File: config.mk
export PLATFORM = sky130hd
export DESIGN_NAME = pwk_port_wakeup
export DESIGN_NICKNAME = d
export VERILOG_FILES = /design/src/pwk_pkg.sv /design/src/pwk_port_wakeup.sv
export SDC_FILE = /design/constraint.sdc
export NUM_CORES = 1
export LEC_CHECK = 0
export BUFFER_PORTS_ARGS = -buffer_cell sky130_fd_sc_hd__buf_4
export CORE_UTILIZATION = 45
export DETAILED_ROUTE_END_ITERATION = 7
export GPL_ROUTABILITY_DRIVEN = 0
export PLACE_DENSITY = 0.81
export SLEW_MARGIN = 20
export SYNTH_ARGS = -nofsm -noshare
export SYNTH_HDL_FRONTEND = slang
export SYNTH_SLANG_ARGS = --single-unit
File: constraint.sdc
create_clock -name hclk -period 2.5 [get_ports hclk]
set_clock_uncertainty 0.15 [all_clocks]
set_input_delay 0 -clock hclk [delete_from_list [all_inputs] [get_ports hclk]]
set_output_delay 0 -clock hclk [all_outputs]
set_load 0.03 [all_outputs]
File: src/pwk_pkg.sv
// Purpose: shared constants and types for the port pin event and wakeup block
// Assumes: 32-bit AHB-Lite register bus, word per register
// Notes:   register indices are multiplied by four to form byte addresses
package pwk_pkg;
  // register indices (byte address = index * 4)
  localparam logic [11:0] IDX_PULL_E    = 12'h0266;
  localparam logic [11:0] IDX_PULL_ADH  = 12'h0286;
  localparam logic [11:0] IDX_PULL_ADL  = 12'h0287;
  localparam logic [11:0] IDX_PULL_T    = 12'h02c3;
  localparam logic [11:0] IDX_PULL_S    = 12'h02d3;
  localparam logic [11:0] IDX_PULL_P    = 12'h02f3;
  localparam logic [11:0] IDX_PULL_J    = 12'h0313;
  localparam logic [11:0] IDX_EVT_EN    = 12'h0320;
  localparam logic [11:0] IDX_EVT_POL   = 12'h0321;
  localparam logic [11:0] IDX_EVT_FLAG  = 12'h0322;
  localparam logic [11:0] IDX_PULL_POL  = 12'h0323;
  localparam logic [11:0] IDX_EXT_CTRL  = 12'h0324;
  localparam logic [11:0] IDX_STATUS    = 12'h0325;
  // reset values
  localparam logic [7:0]  RST_PULL_EJ   = 8'h03;
  localparam logic [7:0]  RST_PULL_S    = 8'h0f;
  localparam logic [7:0]  RST_PULL_OTH  = 8'h00;
  // event pin layout: ad[15:0] s[19:16] p[27:20] hv[28]
  localparam int          NEVT          = 29;
  localparam int          POS_AD        = 0;
  localparam int          POS_S         = 16;
  localparam int          POS_P         = 20;
  localparam int          POS_HV        = 28;
  // pull pins: e, adh, adl, t, s, p, j, eight each
  localparam int          NPULL         = 56;
  // filter: passive run then active run of this many samples
  localparam logic [2:0]  FILT_RUN      = 3'h4;
  localparam logic [2:0]  FILT_LAST     = 3'h7;
  // capture reroute selector codes
  localparam logic [1:0]  CAP_SERIAL0   = 2'h1;
  localparam logic [1:0]  CAP_SERIAL1   = 2'h2;
  // ahb
  localparam logic [1:0]  HTRANS_NONSEQ = 2'h2;
  localparam logic [1:0]  HTRANS_SEQ    = 2'h3;

  // control register fields, high bits first
  typedef struct packed {
    logic       hv_digital_input_enable;  // bit 5
    logic       hv_analog_path_enable;    // bit 4
    logic [1:0] capture_reroute_select;   // bits 3:2
    logic       ext_request_control;      // bit 1: 1 = falling edge
    logic       ext_request_enable;       // bit 0
  } pwk_ctrl_t;
  localparam pwk_ctrl_t RST_CTRL = '0;

  // captured address phase
  typedef struct packed {
    logic        write;
    logic [11:0] index;
  } pwk_addr_t;

  typedef enum logic [1:0] {
    BUS_IDLE  = 2'b01,
    BUS_RWAIT = 2'b10
  } pwk_bus_t;
endpackage

File: src/pwk_port_wakeup.sv
// Purpose: pin event filters, port requests, key wakeup, external request pins,
//          pull device control, high voltage digital input and capture reroute
// Assumes: one bus clock, asynchronous active low reset, AHB-Lite slave
// Notes:   reads take one wait state, writes none
//
// Summary of operation
// RULE1: edge accepted after four passive samples then four active samples
// RULE2: broken passive or active run restarts the sampling sequence
// RULE3: port request whenever a pin flag and its enable are both set
// RULE4: enable and edge polarity configurable per pin
// RULE5: all pins of a port share one request line
// RULE6: edge detection works whether pin is input or output
// RULE7: enabled pin request also raises wakeup from stop and wait
// RULE8: filters sample on every bus clock cycle
// RULE9: maskable pin off after reset, needs enable set and cpu mask clear
// RULE10: maskable pin selectable level or falling edge triggered
// RULE11: clearing maskable enable drops a pending request at once
// RULE12: nonmaskable pin masked while the cpu nonmaskable mask is set
// RULE13: both external pins can wake the device from stop
// RULE14: external pins have no glitch filter
// RULE15: pull enable bit turns pull device on, ignored for push-pull output
// RULE16: pull direction follows polarity; open-drain allows pull-up only
// RULE17: pull enable registers readable and writable any time
// RULE18: hv buffer on only with digital enable in digital mode; state readable
// RULE19: selector 01 feeds capture channel 3 from serial 0 receive
// RULE20: selector 10 feeds capture channel 3 from serial 1 receive
// RULE21: flag set by filtered edge, cleared by writing one
//
// Register access over AHB-Lite was chosen for this implementation.
`timescale 1ns/1ps
module pwk_port_wakeup
  import pwk_pkg::*;
(
  // clock and reset
  input  wire logic              hclk,
  input  wire logic              hresetn,
  // ahb-lite slave
  input  wire logic              hsel,
  input  wire logic [31:0]       haddr,
  input  wire logic [1:0]        htrans,
  input  wire logic              hwrite,
  input  wire logic [2:0]        hsize,
  input  wire logic [31:0]       hwdata,
  input  wire logic              hready,
  output logic      [31:0]       hrdata,
  output logic                   hreadyout,
  output logic                   hresp,
  // event pins, asynchronous pad levels
  input  wire logic [NEVT-1:0]   evt_pin,
  // external request pins, active low, asynchronous
  input  wire logic              ext_request_pin_n,
  input  wire logic              nonmaskable_ext_pin_n,
  // cpu side
  input  wire logic              cpu_i_mask,
  input  wire logic              cpu_x_mask,
  input  wire logic              ext_request_ack,
  output logic      [3:0]        port_request,
  output logic                   key_wakeup,
  output logic                   ext_request,
  output logic                   nonmaskable_request,
  output logic                   ext_wakeup,
  // pull device control
  input  wire logic [NPULL-1:0]  pin_push_pull,
  input  wire logic [NPULL-1:0]  pin_open_drain,
  output logic      [NPULL-1:0]  pull_up_en,
  output logic      [NPULL-1:0]  pull_down_en,
  // high voltage input
  output logic                   hv_buffer_enable,
  // capture reroute
  input  wire logic              timer_capture_pin3,
  input  wire logic              serial0_receive,
  input  wire logic              serial1_receive,
  output logic                   capture_in3
);

  // filter step: returns {edge, next count}
  function automatic logic [3:0] filt_step(input logic [2:0] cnt, input logic active);
    logic [3:0] r;
    r = {1'b0, cnt};
    if (!active) begin
      if (cnt < FILT_RUN) r = {1'b0, cnt + 3'h1};
      else if (cnt > FILT_RUN) r = {1'b0, 3'h1}; // RULE2
      else r = {1'b0, FILT_RUN};
    end else begin
      if (cnt < FILT_RUN) r = {1'b0, 3'h0}; // RULE2
      else if (cnt == FILT_LAST) r = {1'b1, 3'h0}; // RULE1
      else r = {1'b0, cnt + 3'h1}; // RULE1
    end
    return r;
  endfunction

  // register state
  logic [7:0]      pull_e_reg, pull_adh_reg, pull_adl_reg, pull_t_reg;
  logic [7:0]      pull_s_reg, pull_p_reg, pull_j_reg;
  logic [NEVT-1:0] evt_en_reg, evt_pol_reg, evt_flag_reg;
  logic [27:0]     pull_pol_reg;
  pwk_ctrl_t       ctrl_reg;
  // bus state
  pwk_bus_t        bus_reg;
  pwk_addr_t       aph_reg;
  logic            wr_pend_reg;
  // synchronisers
  logic [NEVT-1:0] evt_s1_reg, evt_s2_reg;
  logic            irq_s1_reg, irq_s2_reg, irq_prev_reg;
  logic            nonmaskable_ext_pin_s1_reg, nonmaskable_ext_pin_s2_reg;
  logic            cap_s1_reg, cap_s2_reg;
  // filters and external request latch
  logic [2:0]      filt_cnt_reg [NEVT];
  logic [NEVT-1:0] evt_edge;
  logic [3:0]      filt_res [NEVT];
  logic            irq_latch_reg;

  // bus decode
  logic            wr_do;
  logic [NEVT-1:0] flag_clr;
  logic [31:0]     rd_word;
  logic            hv_state;
  logic            irq_pending;

  // writes land in their data phase; a one in the flag word clears that flag
  assign wr_do    = wr_pend_reg;
  assign flag_clr = (wr_do && aph_reg.index == IDX_EVT_FLAG) ? hwdata[NEVT-1:0] : '0;

  // address phase capture and read wait state
  always_ff @(posedge hclk or negedge hresetn) begin
    if (!hresetn) begin
      bus_reg     <= BUS_IDLE;
      aph_reg     <= '0;
      wr_pend_reg <= 1'b0;
      hreadyout   <= 1'b1;
      hrdata      <= 32'h0000_0000;
    end else begin
      case (bus_reg)
        BUS_IDLE: begin
          wr_pend_reg <= 1'b0;
          if (hsel && hready && (htrans == HTRANS_NONSEQ || htrans == HTRANS_SEQ)) begin
            aph_reg <= '{write: hwrite, index: haddr[13:2]};
            if (hwrite) begin
              wr_pend_reg <= 1'b1;
            end else begin
              bus_reg   <= BUS_RWAIT;
              hreadyout <= 1'b0;
            end
          end
        end
        BUS_RWAIT: begin
          // read data stands until the next read completes
          hrdata    <= rd_word;
          hreadyout <= 1'b1;
          bus_reg   <= BUS_IDLE;
        end
        default: begin
          bus_reg   <= BUS_IDLE;
          hreadyout <= 1'b1;
        end
      endcase
    end
  end

  // response is always okay
  always_ff @(posedge hclk or negedge hresetn) begin
    if (!hresetn) hresp <= 1'b0;
    else hresp <= 1'b0;
  end

  // read mux, unmapped reads as zero
  always_comb begin
    rd_word = 32'h0000_0000;
    case (aph_reg.index)
      IDX_PULL_E:   rd_word = {24'h00_0000, pull_e_reg}; // RULE17
      IDX_PULL_ADH: rd_word = {24'h00_0000, pull_adh_reg};
      IDX_PULL_ADL: rd_word = {24'h00_0000, pull_adl_reg};
      IDX_PULL_T:   rd_word = {24'h00_0000, pull_t_reg};
      IDX_PULL_S:   rd_word = {24'h00_0000, pull_s_reg};
      IDX_PULL_P:   rd_word = {24'h00_0000, pull_p_reg};
      IDX_PULL_J:   rd_word = {24'h00_0000, pull_j_reg};
      IDX_EVT_EN:   rd_word = {3'h0, evt_en_reg};
      IDX_EVT_POL:  rd_word = {3'h0, evt_pol_reg};
      IDX_EVT_FLAG: rd_word = {3'h0, evt_flag_reg};
      IDX_PULL_POL: rd_word = {4'h0, pull_pol_reg};
      IDX_EXT_CTRL: rd_word = {26'h000_0000, ctrl_reg};
      IDX_STATUS:   rd_word = {24'h00_0000, port_request, 1'b0, ~nonmaskable_ext_pin_s2_reg,
                               irq_pending, hv_state}; // RULE18
      default:      rd_word = 32'h0000_0000;
    endcase
  end

  // pull enable registers, written any time
  always_ff @(posedge hclk or negedge hresetn) begin
    if (!hresetn) begin
      pull_e_reg   <= RST_PULL_EJ;
      pull_adh_reg <= RST_PULL_OTH;
      pull_adl_reg <= RST_PULL_OTH;
      pull_t_reg   <= RST_PULL_OTH;
      pull_s_reg   <= RST_PULL_S;
      pull_p_reg   <= RST_PULL_OTH;
      pull_j_reg   <= RST_PULL_EJ;
    end else if (wr_do) begin
      case (aph_reg.index)
        IDX_PULL_E:   pull_e_reg   <= hwdata[7:0]; // RULE17
        IDX_PULL_ADH: pull_adh_reg <= hwdata[7:0];
        IDX_PULL_ADL: pull_adl_reg <= hwdata[7:0];
        IDX_PULL_T:   pull_t_reg   <= hwdata[7:0];
        IDX_PULL_S:   pull_s_reg   <= hwdata[7:0];
        IDX_PULL_P:   pull_p_reg   <= hwdata[7:0];
        IDX_PULL_J:   pull_j_reg   <= hwdata[7:0];
        default: ;
      endcase
    end
  end

  // per pin enable, polarity and control registers
  always_ff @(posedge hclk or negedge hresetn) begin
    if (!hresetn) begin
      evt_en_reg   <= '0;
      evt_pol_reg  <= '0;
      pull_pol_reg <= '0;
      ctrl_reg     <= RST_CTRL; // RULE9
    end else if (wr_do) begin
      case (aph_reg.index)
        IDX_EVT_EN:   evt_en_reg   <= hwdata[NEVT-1:0]; // RULE4
        IDX_EVT_POL:  evt_pol_reg  <= hwdata[NEVT-1:0]; // RULE4
        IDX_PULL_POL: pull_pol_reg <= hwdata[27:0];
        IDX_EXT_CTRL: ctrl_reg     <= pwk_ctrl_t'(hwdata[5:0]);
        default: ;
      endcase
    end
  end

  // two-stage synchronisers for all pad inputs
  always_ff @(posedge hclk or negedge hresetn) begin
    if (!hresetn) begin
      evt_s1_reg  <= '0;
      evt_s2_reg  <= '0;
      irq_s1_reg  <= 1'b1;
      irq_s2_reg  <= 1'b1;
      nonmaskable_ext_pin_s1_reg <= 1'b1;
      nonmaskable_ext_pin_s2_reg <= 1'b1;
      cap_s1_reg  <= 1'b0;
      cap_s2_reg  <= 1'b0;
    end else begin
      evt_s1_reg  <= evt_pin; // RULE6
      evt_s2_reg  <= evt_s1_reg;
      irq_s1_reg  <= ext_request_pin_n;
      irq_s2_reg  <= irq_s1_reg;
      nonmaskable_ext_pin_s1_reg <= nonmaskable_ext_pin_n;
      nonmaskable_ext_pin_s2_reg <= nonmaskable_ext_pin_s1_reg;
      cap_s1_reg  <= timer_capture_pin3;
      cap_s2_reg  <= cap_s1_reg;
    end
  end

  // hv level only passes with the digital buffer on
  assign hv_state = evt_s2_reg[POS_HV] & ~ctrl_reg.hv_analog_path_enable
                    & ctrl_reg.hv_digital_input_enable; // RULE18

  // active level of a pin after polarity, hv pin gated
  function automatic logic evt_lvl(input int i);
    logic lvl;
    // hv pin shows a steady low while its buffer is off
    lvl = (i == POS_HV) ? hv_state : evt_s2_reg[i];
    return ~(lvl ^ evt_pol_reg[i]) ? 1'b1 : 1'b0;
  endfunction

  // next filter counts and edge strobes
  always_comb begin
    evt_edge = '0;
    for (int i = 0; i < NEVT; i++) begin
      filt_res[i] = filt_step(filt_cnt_reg[i], evt_lvl(i));
      evt_edge[i] = filt_res[i][3]; // RULE1
    end
  end

  // glitch filters, stepped every bus clock
  always_ff @(posedge hclk or negedge hresetn) begin
    if (!hresetn) begin
      for (int i = 0; i < NEVT; i++) begin
        filt_cnt_reg[i] <= 3'h0;
      end
    end else begin
      for (int i = 0; i < NEVT; i++) begin
        filt_cnt_reg[i] <= filt_res[i][2:0]; // RULE8
      end
    end
  end

  // event flags, a new edge wins over a clear
  always_ff @(posedge hclk or negedge hresetn) begin
    if (!hresetn) evt_flag_reg <= '0;
    else evt_flag_reg <= (evt_flag_reg & ~flag_clr) | evt_edge; // RULE21
  end

  // per port requests and key wakeup
  always_ff @(posedge hclk or negedge hresetn) begin
    if (!hresetn) begin
      port_request <= 4'h0;
      key_wakeup   <= 1'b0;
    end else begin
      port_request[0] <= |(evt_flag_reg[POS_S-1:POS_AD] & evt_en_reg[POS_S-1:POS_AD]); // RULE5
      port_request[1] <= |(evt_flag_reg[POS_P-1:POS_S] & evt_en_reg[POS_P-1:POS_S]); // RULE5
      port_request[2] <= |(evt_flag_reg[POS_HV-1:POS_P] & evt_en_reg[POS_HV-1:POS_P]); // RULE3
      port_request[3] <= evt_flag_reg[POS_HV] & evt_en_reg[POS_HV]; // RULE3
      key_wakeup      <= |(evt_flag_reg & evt_en_reg); // RULE7
    end
  end

  // maskable pin: falling edge latch, dropped by ack or enable clear
  always_ff @(posedge hclk or negedge hresetn) begin
    if (!hresetn) begin
      irq_prev_reg  <= 1'b1;
      irq_latch_reg <= 1'b0;
    end else begin
      irq_prev_reg <= irq_s2_reg; // RULE14
      if (!ctrl_reg.ext_request_enable || !ctrl_reg.ext_request_control) irq_latch_reg <= 1'b0; // RULE11
      else if (irq_prev_reg && !irq_s2_reg) irq_latch_reg <= 1'b1; // RULE10
      else if (ext_request_ack) irq_latch_reg <= 1'b0;
    end
  end

  // maskable pending level, before the cpu mask
  assign irq_pending = ctrl_reg.ext_request_enable &
                       (ctrl_reg.ext_request_control ? irq_latch_reg : ~irq_s2_reg); // RULE10

  // external request outputs and stop wakeup
  always_ff @(posedge hclk or negedge hresetn) begin
    if (!hresetn) begin
      ext_request         <= 1'b0;
      nonmaskable_request <= 1'b0;
      ext_wakeup          <= 1'b0;
    end else begin
      ext_request         <= irq_pending & ~cpu_i_mask; // RULE9
      nonmaskable_request <= ~nonmaskable_ext_pin_s2_reg & ~cpu_x_mask; // RULE12
      ext_wakeup          <= (irq_pending & ~cpu_i_mask) | (~nonmaskable_ext_pin_s2_reg & ~cpu_x_mask); // RULE13
    end
  end

  // pull control, polarity per pull pin
  logic [NPULL-1:0] pull_en_all, pull_pol_all;
  assign pull_en_all  = {pull_j_reg, pull_p_reg, pull_s_reg, pull_t_reg,
                         pull_adl_reg, pull_adh_reg, pull_e_reg};
  assign pull_pol_all = {pull_pol_reg[23:16], evt_pol_reg[POS_HV-1:POS_P],
                         pull_pol_reg[27:24], evt_pol_reg[POS_P-1:POS_S],
                         pull_pol_reg[15:8], evt_pol_reg[7:0], evt_pol_reg[15:8],
                         pull_pol_reg[7:0]};

  // pull devices off for push-pull pins, pull-up only on open drain
  always_ff @(posedge hclk or negedge hresetn) begin
    if (!hresetn) begin
      pull_up_en   <= '0;
      pull_down_en <= '0;
    end else begin
      pull_up_en   <= pull_en_all & ~pin_push_pull & (pin_open_drain | ~pull_pol_all); // RULE15
      pull_down_en <= pull_en_all & ~pin_push_pull & ~pin_open_drain & pull_pol_all; // RULE16
    end
  end

  // hv buffer enable and capture reroute
  always_ff @(posedge hclk or negedge hresetn) begin
    if (!hresetn) begin
      hv_buffer_enable <= 1'b0;
      capture_in3      <= 1'b0;
    end else begin
      hv_buffer_enable <= ~ctrl_reg.hv_analog_path_enable
                          & ctrl_reg.hv_digital_input_enable; // RULE18
      case (ctrl_reg.capture_reroute_select)
        CAP_SERIAL0: capture_in3 <= serial0_receive; // RULE19
        CAP_SERIAL1: capture_in3 <= serial1_receive; // RULE20
        default:     capture_in3 <= cap_s2_reg;
      endcase
    end
  end

endmodule

==> summary.md, run 1 <==
| Metric | Value |
|---|---|
| Max frequency | `0.4027 GHz` |
| Clock-pin slew reported for the worst setup and hold paths after clock tree synthesis | `0.06 ns` |
| Post-DP HPWL | `44.84 mm` |
| # clock sinks | `496` |
| Number of placed I/O pins | `379` |
| Maximum number of pins on one net before global-route repair | `82` |
| Clock tree from TritonCTS | `yes` |
| Cell-by-cell trace of the critical path | `or4b_4 -> or4_4 -> and4bb_4 -> nand2_8 -> mux2_4` |
| Hold Fails Final Rpt | `0` |
| PD cells | `752.0 mW/mm^2` |
| Number of DRC violations after detailed-routing iteration 0 | `1663` |
| Total number of vias | `17618` |
| Largest fanout on the critical path | `8` |
| Flip-flop count of the largest register after layout | `87` |
| Die outline height | `219.3 um` |
| Cell class contributing the biggest share of worst-path delay | `simple AND/OR/NAND/NOR gates` |
| Rows | `79` |
| Insertion delay of the later-clocked pin in the worst-skew pair | `0.60 ns` |
| Synth unique cells | `71` |
| Hold_sp | `haddr[4]` |
| Gate count after technology mapping | `1693` |
| Worst setup SP type | `flop` |
| Reg-to-reg startpoint | `aph_reg[8]` |
| Master cell of the clock root buffer | `sky130_fd_sc_hd__clkbuf_16` |
| Max-Slew Margin vs Limit | `0.4630` |
| Slowest cell on the critical path | `sky130_fd_sc_hd__or4b_4` |
| Via count of the first global-routing pass | `18806` |
| Vias per std cell | `5.689` |
| Residual DRC | `0` |
| Area leader, netlist | `sky130_fd_sc_hd__dfrtp_1` |
| Total count of max-transition violations in the final report | `0` |
| CTS Buffer Depth | `3` |
| Flop2flop setup slack | `0.02 ns` |
| Worst setup path class | `flop to flop` |
| Routed WL per cell | `23.21 um` |
| Number of buffer and inverter stages on the critical path | `0` |
| Total of flip-flops plus latches after synthesis | `496` |
| EDFF count, synth | `0` |
| Tightest Pin Transition | `0.7998 ns` |
| Remaining antenna violation count | `0` |
| Count of placed standard cells including taps | `2660` |
| DRT Wirelength | `71.87 mm` |
| Die area | `0.04810 mm^2` |
| Leading post-synthesis cells by cell area | `sky130_fd_sc_hd__dfrtp_1, sky130_fd_sc_hd__mux2_2, sky130_fd_sc_hd__ha_1, sky130_fd_sc_hd__nor3b_1, sky130_fd_sc_hd__and3b_1` |
| Initial antenna violation count | `5` |
| Commonest cells after routing, fill and taps aside | `sky130_fd_sc_hd__dfrtp_1, sky130_fd_sc_hd__buf_4, sky130_fd_sc_hd__dlygate4sd3_1` |
| Initial core utilization | `0.4565` |
| Critical path data arrival time | `2.82 ns` |
| Avg Inst Size Synth | `12.55 um^2` |
| Count of port buffers added during placement | `347` |
| Post-synthesis instance area | `0.02125 mm^2` |
| Area fraction of the dominant cell type after synthesis | `0.5675` |
| Critical Path Max Stage Delay | `0.55 ns` |
| Leading cell type in the layout, fill and taps excluded | `sky130_fd_sc_hd__dfrtp_1` |
| P&R area growth vs syn | `42.10%` |
| Type of the most critical hold path | `primary input to flop` |
| RSZ-0062 raised after global routing | `yes` |
| Total power draw | `22.71 mW` |
| CORE AREA | `0.04656 mm^2` |
| Final Instance Count excl. Fillers | `3097` |
| First-pass GRT wire length | `108.6 mm` |
| Clock period minus final worst setup slack | `2.483 ns` |
| Post-route clock period utilization | `0.9932` |
| GRT Util Overall | `0.3001` |
| Crit end category | `flop` |
| Nets | `2734` |
| Total negative setup slack | `0 ns` |
| First-pass detailed-route iteration total | `8` |
| Dominant register cell in the synthesized netlist | `sky130_fd_sc_hd__dfrtp_1` |
| Count of max-cap constraint violations | `0` |
| Aggregate global routing overflow | `0` |
| Data required time at the worst endpoint | `2.83 ns` |
| Leak | `14.23 nW` |
| Final-report setup violation count | `0` |
| First element of the critical path | `aph_reg[8]` |
| Share of post-route cells with drive strength above 1 | `0.2922` |
| Yosys Warn Count | `0` |
| Share of flip-flops with an asynchronous set or reset | `1.000` |
| Number of H-tree levels | `2` |
| Portion of the post-synthesis area used by sequential elements | `0.5848` |
| Width of the chip | `219.3 um` |
| Total CTS buffers | `51` |
| Result of the run | `complete, no violations` |
| Peak supply drop | `666.0 uV` |
-- where the power goes --
part | switching (mW) | internal (mW) | total, mW | leakage [nW]
clock | 3.29 | 4.34 | 7.62 | 0.796
sequential | 1.23 | 9.16 | 10.4 | 6.34
combinational | 2.27 | 2.43 | 4.69 | 7.09
total | 6.78 | 15.9 | 22.7 | 14.2
-- logic make-up after synthesis --
kind of cell	after synthesis	synth area share
xor gates and xnor gates	30	0.01236
muxes	212	0.1134
and+or+nand+nor	521	0.1421
AOI/OAI and AO/OA	246	0.08807
adders and majority gates	60	0.03532
buffers and inverters	127	0.02378
DFF	496	0.5848
other	1	0.0001764
-- cell type report --
type	count	area (um^2)
diodes	2	5.005
clock inverters	16	210.2
clock buffers	74	1413
fillers	3265	16350
flip-flops and latches	496	12430
inverters	71	266.5
multi-input cells	1073	8416
repair buffers	758	6703
well taps	607	759.5
-- timing repair --
action	CTS	global route
hold buffers	344	2
gates resized for setup	0	23
buffers inserted	0	0
endpoints found under the setup margin	0	59
hold endpoints to repair	824	13
-- layer usage --
| metal | GRT usage | part of all wire |
|---|---|---|
| met1 | 0.3507 | 0.36 |
| met2 | 0.5007 | 0.48 |
| met3 | 0.06584 | 0.086 |
| met4 | 0.1891 | 0.068 |
| met5 | 0 | 0.00032 |
-- worst register-to-register path, cell delays in order (launching register included) --
cell and delay [ns]:
sky130_fd_sc_hd__dfrtp_1 0.38, sky130_fd_sc_hd__or4b_4 0.55, sky130_fd_sc_hd__or4_4 0.45, sky130_fd_sc_hd__and4bb_4 0.40, sky130_fd_sc_hd__nand2_8 0.11, sky130_fd_sc_hd__mux2_4 0.32
-- cell usage after synthesis, types with 3 or more instances --
library cell               count
sky130_fd_sc_hd__inv_1        71
sky130_fd_sc_hd__xnor2_1      29
sky130_fd_sc_hd__a211oi_1     33
sky130_fd_sc_hd__mux2_1       10
sky130_fd_sc_hd__nand2_1     123
sky130_fd_sc_hd__nor4_1        4
sky130_fd_sc_hd__nand3_1       9
sky130_fd_sc_hd__nor3b_1      89
sky130_fd_sc_hd__mux2_2      188
sky130_fd_sc_hd__o21ai_0      43
sky130_fd_sc_hd__dfrtp_1     482
sky130_fd_sc_hd__a22oi_1      28
sky130_fd_sc_hd__nand4_1      12
sky130_fd_sc_hd__and3_1        9
sky130_fd_sc_hd__clkbuf_1     39
sky130_fd_sc_hd__o22ai_1       5
sky130_fd_sc_hd__o31ai_1       9
sky130_fd_sc_hd__o21bai_1      8
sky130_fd_sc_hd__nand3b_1      7
sky130_fd_sc_hd__buf_4         5
sky130_fd_sc_hd__o32ai_1      13
sky130_fd_sc_hd__and2_1        6
sky130_fd_sc_hd__buf_1         4
sky130_fd_sc_hd__a221oi_1      3
sky130_fd_sc_hd__a32oi_1       8
sky130_fd_sc_hd__mux2i_1       6
sky130_fd_sc_hd__a32o_1       30
sky130_fd_sc_hd__a222oi_1     20
sky130_fd_sc_hd__nor3_1       11
sky130_fd_sc_hd__ha_1         60
sky130_fd_sc_hd__and3b_1      54
sky130_fd_sc_hd__o21a_1       20
sky130_fd_sc_hd__a21oi_1       8
sky130_fd_sc_hd__dfstp_2      14
sky130_fd_sc_hd__nor2_1      105
sky130_fd_sc_hd__buf_2         8
sky130_fd_sc_hd__nor2b_1      68
sky130_fd_sc_hd__mux2_4        8
-- final timing paths --
path,endpoint,cells past startpoint
worst max-delay path,pull_adh_reg[6],5
worst min-delay path,aph_reg[2],3
worst max register to register,pull_adh_reg[6],5
worst min register to register,irq_s2_reg,0
max in group asynchronous,nonmaskable_ext_pin_s2_reg,4
min in group asynchronous,irq_prev_reg,3
-- metrics by stage --
stage	cell area, um^2	util	worst slack (ns)	hold WS, ns
2_1_floorplan	21270	-	0.03447	-0.4456
3_3_place_gp	25030	0.5377	0.07085	-0.1143
3_5_place_dp	25030	0.5377	0.03945	-0.1110
4_1_cts	30120	0.6469	0.008834	0.02897
5_1_grt	30200	0.6487	-0.06932	0.04827
6_report	30200	0.6487	0.01689	0.05347
(Power assumes the default switching activity.)
==> inputs of run 2 (changes only) <==
--- a/config.mk
+++ b/config.mk
@@ -9,7 +9,7 @@
 export CORE_UTILIZATION = 45
 export DETAILED_ROUTE_END_ITERATION = 7
 export GPL_ROUTABILITY_DRIVEN = 0
-export PLACE_DENSITY = 0.81
+export PLACE_DENSITY_LB_ADDON = 0.05
 export SLEW_MARGIN = 20
 export SYNTH_ARGS = -nofsm -noshare
 export SYNTH_HDL_FRONTEND = slang
==> summary.md, run 2 (synthesis gave the netlist of run 1 again) <==
| Metric | Value |
|---|---|
| Result of the run | `complete, no violations` |
| P&R area growth vs syn | `42.95%` |
| Worst hold margin | `0.05536 ns (+0.001888 ns)` |
| Peak supply drop | `530.8 uV (-20%)` |
| Count of placed standard cells including taps | `2660 (unchanged)` |
| Leak | `14.28 nW (+0.37%)` |
| Max frequency | `0.4006 GHz (-0.52%)` |
| Initial core utilization | `0.4565 (unchanged)` |
| Count of port buffers added during placement | `347 (unchanged)` |
| Total area of sequential cells | `0.01243 mm^2 (unchanged)` |
| Critical Path Max Stage Delay | `0.57 ns (+0.02 ns)` |
| P_sw | `6.526 mW (-3.8%)` |
| Nets | `2737 (+0.11%)` |
| Clock tree from TritonCTS | `yes` |
| Max-Slew Margin vs Limit | `0.4920 (+0.02907)` |
| Hold_sp | `pin_push_pull[10]` |
| Critical path data arrival time | `2.85 ns (+0.03 ns)` |
| PD cells | `753.5 mW/mm^2 (+0.21%)` |
| Buffer count from post-CTS setup fixing | `0 (unchanged)` |
| Clock period minus final worst setup slack | `2.496 ns (+0.01309 ns)` |
| Aggregate global routing overflow | `0 (unchanged)` |
| Cell-by-cell trace of the critical path | `or4b_4 -> or4_4 -> and4bb_4 -> buf_4 -> a22oi_1 -> a32oi_1` |
| Worst setup path class | `flop to flop` |
| Commonest cells after routing, fill and taps aside | `sky130_fd_sc_hd__dfrtp_1, sky130_fd_sc_hd__buf_4, sky130_fd_sc_hd__dlygate4sd3_1` |
| Master cell of the clock root buffer | `sky130_fd_sc_hd__clkbuf_16` |
| First element of the critical path | `aph_reg[8]` |
| Setup slack after layout | `0.003796 ns (-0.01309 ns)` |
| First-pass detailed-route iteration total | `8 (unchanged)` |
| Routed WL per cell | `21.23 um (-8.5%)` |
| Die outline height | `219.3 um (unchanged)` |
| Reg-to-reg startpoint | `aph_reg[8]` |
| Total count of max-transition violations in the final report | `0 (unchanged)` |
| Clock-pin slew reported for the worst setup and hold paths after clock tree synthesis | `0.06 ns (about the same)` |
| Area of placed instances | `0.02508 mm^2 (+0.19%)` |
| Part of the total power dissipated in the clock network | `0.352 (+0.016)` |
| Share of total power in sequential cells | `0.451 (-0.007)` |
| CTS Buffer Depth | `3 (unchanged)` |
| Hold Fails Final Rpt | `0 (unchanged)` |
| Cell class contributing the biggest share of worst-path delay | `simple AND/OR/NAND/NOR gates` |
| Slowest cell on the critical path | `sky130_fd_sc_hd__or4b_4` |
| Total CTS buffers | `53 (+3.9%)` |
| Filler Cells Inserted | `3486 (+6.8%)` |
| Post-route clock period utilization | `0.9985 (+0.005236)` |
| Crit end category | `flop` |
| Number of placed I/O pins | `379 (unchanged)` |
| Flip-flop count of the largest register after layout | `87 (unchanged)` |
| Number of H-tree levels | `2 (unchanged)` |
| First-pass GRT wire length | `99.66 mm (-8.2%)` |
| Share of total power consumed by net switching | `0.2850 (-0.01366)` |
| Worst setup SP type | `flop` |
| Largest fanout on the critical path | `4 (-4)` |
| Rows | `79 (unchanged)` |
| Width of the chip | `219.3 um (unchanged)` |
| DP Worst Slack | `0.002850 ns (-0.03660 ns)` |
| Total number of vias | `16728 (-5.1%)` |
| Final Instance Area | `0.03038 mm^2 (+0.60%)` |
| Post-DP HPWL | `44.23 mm (-1.4%)` |
| Number of DRC violations after detailed-routing iteration 0 | `1297 (-22%)` |
| Leading cell type in the layout, fill and taps excluded | `sky130_fd_sc_hd__dfrtp_1` |
| RSZ-0062 raised after global routing | `yes` |
| Count of max-cap constraint violations | `0 (unchanged)` |
| # clock sinks | `496 (unchanged)` |
| CORE AREA | `0.04656 mm^2 (unchanged)` |
| Residual DRC | `0 (unchanged)` |
| Data required time at the worst endpoint | `2.85 ns (+0.02 ns)` |
| Final Instance Count excl. Fillers | `3106 (+0.29%)` |
| Type of the most critical hold path | `primary input to flop` |
| Internal power summed over all cells | `16.37 mW (+2.8%)` |
| Tightest Pin Transition | `0.7599 ns (-0.03988 ns)` |
| Portion of total power attributed to combinational logic | `0.197 (-0.010)` |
| Remaining antenna violation count | `0 (unchanged)` |
| Via count of the first global-routing pass | `16975 (-9.7%)` |
| Multi-input gate area | `0.008386 mm^2 (-0.36%)` |
| GRT Util Overall | `0.2751 (-0.02504)` |
| Final-report setup violation count | `0 (unchanged)` |
| Initial antenna violation count | `4 (-1)` |
| DRT Wirelength | `65.95 mm (-8.2%)` |
| Insertion delay of the later-clocked pin in the worst-skew pair | `0.60 ns (about the same)` |
| Maximum number of pins on one net before global-route repair | `86 (+4.9%)` |
| Share of post-route cells with drive strength above 1 | `0.2930 (+0.0008319)` |
| Number of buffer and inverter stages on the critical path | `1 (+1)` |
| Vias per std cell | `5.386 (-5.3%)` |
| Die area | `0.04810 mm^2 (unchanged)` |
==> run 2: changes by cell type in the layout (fill, tap and decap cells not counted), sizes merged <==
cell	delta
diode	-1
o21bai	+1
clkinv	-5
bufinv	-2
clkbuf	+13
inv	+1
clkinvlp	+2
==> run 2: what timing repair did <==
| action | 4_1_cts | 5_1_grt |
|---|---|---|
| pin swaps | 1 | 2 |
| hold endpoints to repair | 828 | 13 |
| endpoints found under the setup margin | 2 | 45 |
| hold buffers | 343 | 3 |
| cloned | 0 | 1 |
| resized for setup | 0 | 1 |
==> run 2: path summary, 6_finish.rpt <==
path                                         end  slack, ns  cells after the start
worst max-delay path                   hrdata[5]      0.004                      6
worst min-delay path            pull_down_en[10]       0.06                      3
worst max register to register         hrdata[5]      0.004                      6
worst min register to register    evt_s2_reg[17]       0.20                      0
max in group asynchronous       pull_down_en[26]       1.22                      4
min in group asynchronous          pull_e_reg[0]       0.48                      3
==> run 2: power groups by stage <==
| stage | clock network (mW) | registers, mW | logic (mW) |
|---|---|---|---|
| 2_1_floorplan | 0 | 10.1 | 2.70 |
| 3_3_place_gp | 0 | 10.4 | 3.87 |
| 3_5_place_dp | 0 | 10.4 | 4.07 |
| 4_1_cts | 8.20 | 10.3 | 4.51 |
| 5_1_grt | 8.49 | 10.5 | 5.04 |
| 6_report | 8.06 | 10.3 | 4.50 |
==> run 2: through the flow <==
step | utilization | TNS [ns] | power (mW)
after floorplan | - | 0 | 12.85
after global placement | 0.5387 | 0 | 14.25
after detailed placement | 0.5387 | 0 | 14.50
after CTS | 0.6517 | 0 | 23.03
after global routing | 0.6526 | -0.1057 | 24.03
final | 0.6526 | 0 | 22.89
==> run 2: final cells by class <==
class,instances,area share
Antenna cell,1,0.00008236
Clock buffer,87,0.05551
Clock inverter,12,0.004036
Inverter,71,0.008772
Multi-Input combinational cell,1074,0.2760
Sequential cell,496,0.4091
Tap cell,607,0.02500
Timing Repair Buffer,758,0.2215
==> run 2: routing by layer <==
metal | track usage | vias up | wire length [um]
li1 | - | 7605 | -
met1 | 0.3672 | 8480 | 28150
met2 | 0.4536 | 517 | 31960
met3 | 0.04075 | 122 | 3574
met4 | 0.1023 | 4 | 2237
met5 | 0 | - | 27
==> run 2: worst min-delay path: stages <==
cell and delay [ns]:
sky130_fd_sc_hd__dlygate4sd3_1 0.52, sky130_fd_sc_hd__buf_4 0.10, sky130_fd_sc_hd__and3b_1 0.16
==> inputs of run 3 (changes only) <==
--- a/config.mk
+++ b/config.mk
@@ -6,7 +6,7 @@
 export NUM_CORES = 1
 export LEC_CHECK = 0
 export BUFFER_PORTS_ARGS = -buffer_cell sky130_fd_sc_hd__buf_4
-export CORE_UTILIZATION = 45
+export CORE_UTILIZATION = 30
 export DETAILED_ROUTE_END_ITERATION = 7
 export GPL_ROUTABILITY_DRIVEN = 0
 export PLACE_DENSITY_LB_ADDON = 0.05
==> summary.md, run 3 (synthesis gave the netlist of run 1 again) <==
| Metric | Value |
|---|---|
| Result of the run | `finished with violations` |
| Violated checks | `setup timing` |
| Crit end category | `flop` |
| Number of cells on the critical path | `5 (-1)` |
| Number of buffer and inverter stages on the critical path | `0 (-1)` |
| Die area | `0.07192 mm^2 (+50%)` |
| PD cells | `751.6 mW/mm^2 (-0.25%)` |
| Total count of max-transition violations in the final report | `0 (unchanged)` |
| Hold Fails Final Rpt | `0 (unchanged)` |
| Number of H-tree levels | `2 (unchanged)` |
| Slowest cell on the critical path | `sky130_fd_sc_hd__or4b_4` |
| Clock tree from TritonCTS | `yes` |
| Residual DRC | `0 (unchanged)` |
| Vias per std cell | `4.733 (-12%)` |
| Leading cell type in the layout, fill and taps excluded | `sky130_fd_sc_hd__dfrtp_1` |
| Max frequency | `0.3931 GHz (-1.9%)` |
| Cell class contributing the biggest share of worst-path delay | `simple AND/OR/NAND/NOR gates` |
| Routed WL per cell | `20.53 um (-3.3%)` |
| Total negative setup slack | `-0.3090 ns (-0.3090 ns)` |
| Nets | `2756 (+0.69%)` |
| CORE AREA | `0.07003 mm^2 (+50%)` |
| Count of max-cap constraint violations | `0 (unchanged)` |
| Initial antenna violation count | `3 (-1)` |
| Aggregate global routing overflow | `0 (unchanged)` |
| Data required time at the worst endpoint | `2.83 ns (-0.02 ns)` |
| Cell-by-cell trace of the critical path | `or4b_4 -> or4_4 -> and4bb_4 -> nand2_8 -> mux2_4` |
| # clock sinks | `496 (unchanged)` |
| Peak supply drop | `520.6 uV (-1.9%)` |
| CTS Buffer Depth | `3 (unchanged)` |
| Die outline height | `268.2 um (+22%)` |
| Total number of vias | `16392 (-2.0%)` |
| Rows | `97 (+23%)` |
| Via count of the first global-routing pass | `16923 (-0.31%)` |
| GRT Util Overall | `0.1969 (-0.07819)` |
| Initial core utilization | `0.3035 (-0.1530)` |
| R2R depth | `5 (-1)` |
| Leak | `14.39 nW (+0.76%)` |
| Width of the chip | `268.2 um (+22%)` |
| Critical Path Max Stage Delay | `0.58 ns (about the same)` |
| Total CTS buffers | `58 (+9.4%)` |
| Tightest Pin Transition | `0.7570 ns (-0.002954 ns)` |
| Max-Slew Margin vs Limit | `0.4940 (+0.001975)` |
| RSZ-0062 raised after global routing | `yes` |
| Setup slack after layout | `-0.04370 ns (-0.04749 ns)` |
| Insertion delay of the later-clocked pin in the worst-skew pair | `0.61 ns (about the same)` |
| Number of DRC violations after detailed-routing iteration 0 | `945 (-27%)` |
| Final-report setup violation count | `9 (+9)` |
| Master cell of the clock root buffer | `sky130_fd_sc_hd__clkbuf_16` |
| Clock-pin slew reported for the worst setup and hold paths after clock tree synthesis | `0.06 ns (about the same)` |
| P&R area growth vs syn | `45.91%` |
| Type of the most critical hold path | `primary input to flop` |
| Worst setup path class | `flop to flop` |
| First-pass GRT wire length | `106.2 mm (+6.6%)` |
| Largest fanout on the critical path | `8 (+4)` |
| Flip-flop count of the largest register after layout | `87 (unchanged)` |
| DP Worst Slack | `-0.1277 ns (-0.1306 ns)` |
| Share of post-route cells with drive strength above 1 | `0.2982 (+0.005142)` |
| Worst setup SP type | `flop` |
| Count of port buffers added during placement | `347 (unchanged)` |
| Post-route clock period utilization | `1.017 (+0.01900)` |
| Remaining antenna violation count | `0 (unchanged)` |
| Critical path data arrival time | `2.87 ns (+0.02 ns)` |
| Post-DP HPWL | `50.37 mm (+14%)` |
| Clock period minus final worst setup slack | `2.544 ns (+0.04749 ns)` |
| DRT Wirelength | `71.09 mm (+7.8%)` |
| Cell depth of the worst min-delay path | `3 (unchanged)` |
| Maximum number of pins on one net before global-route repair | `92 (+7.0%)` |
| Commonest cells after routing, fill and taps aside | `sky130_fd_sc_hd__dfrtp_1, sky130_fd_sc_hd__buf_4, sky130_fd_sc_hd__dlygate4sd3_1` |
| Number of placed I/O pins | `379 (unchanged)` |
| First-pass detailed-route iteration total | `7 (-1)` |
## run 3: layer usage
metal / global-route usage / wire [um] / vias to the layer above / share of wire
met5: 0 / 26 / - / 0.00037
met3: 0.02905 / 3090 / 78 / 0.043
met4: 0.04046 / 1253 / 4 / 0.018
met2: 0.3309 / 34570 / 356 / 0.49
met1: 0.2685 / 32150 / 8297 / 0.45
li1: - / - / 7657 / -
## run 3: area by class of cell
cell class                 count  area [um^2]
clock inverter                12        106.4
sequential                   496        12430
tap                          940         1176
fill                        6600        39020
clock buffer                  97         1808
antenna                        1        2.502
multi-input combinational   1074         8419
timing repair buffer         772         6800
inverter                      71        266.5
## run 3: path summary, 6_finish.rpt
path	slack [ns]	startpoint	to
max reg2reg	-0.04	aph_reg[8]	pull_adh_reg[2]
min in group asynchronous	0.50	hresetn	irq_s1_reg
min reg2reg	0.19	evt_s1_reg[21]	evt_s2_reg[21]
min	0.05	hwdata[26]	pull_pol_reg[26]
max	-0.04	aph_reg[8]	pull_adh_reg[2]
max in group asynchronous	1.14	hresetn	pull_down_en[33]
## run 3: stage by stage
stage / hold WS, ns / instance area, um^2 / util / total power, mW / cells
after floorplan: -0.4456 / 21270 / - / 12.85 / 1696
after global routing: 0.02573 / 31010 / 0.4428 / 24.73 / 3462
final: 0.05256 / 31010 / 0.4428 / 23.31 / 3463
after CTS: 0.002657 / 30960 / 0.4421 / 23.65 / 3460
after global placement: -0.1632 / 25500 / 0.3641 / 14.39 / 3000
after detailed placement: -0.1638 / 25500 / 0.3641 / 14.59 / 3000
## run 3: report_power, final
part	switching, mW	total (mW)	internal (mW)
clock	3.41	8.41	5.00
sequential	1.21	10.4	9.17
combinational	2.08	4.52	2.44
total	6.70	23.3	16.6
## run 3: timing repair
| item | 4_1_cts | 5_1_grt |
|---|---|---|
| endpoints found under the hold margin | 831 | 0 |
| buffers inserted | 1 | 1 |
| hold buffers | 350 | 0 |
| pin swaps | 4 | 4 |
| setup endpoints to repair | 45 | 71 |
| gates resized for setup | 6 | 6 |
| gates cloned | 0 | 1 |
## run 3: worst min-delay path: cells and delay by family
| family | cells | cell delay (ns) |
|---|---|---|
| buffers and inverters | 2 | 0.64 |
| muxes | 1 | 0.13 |
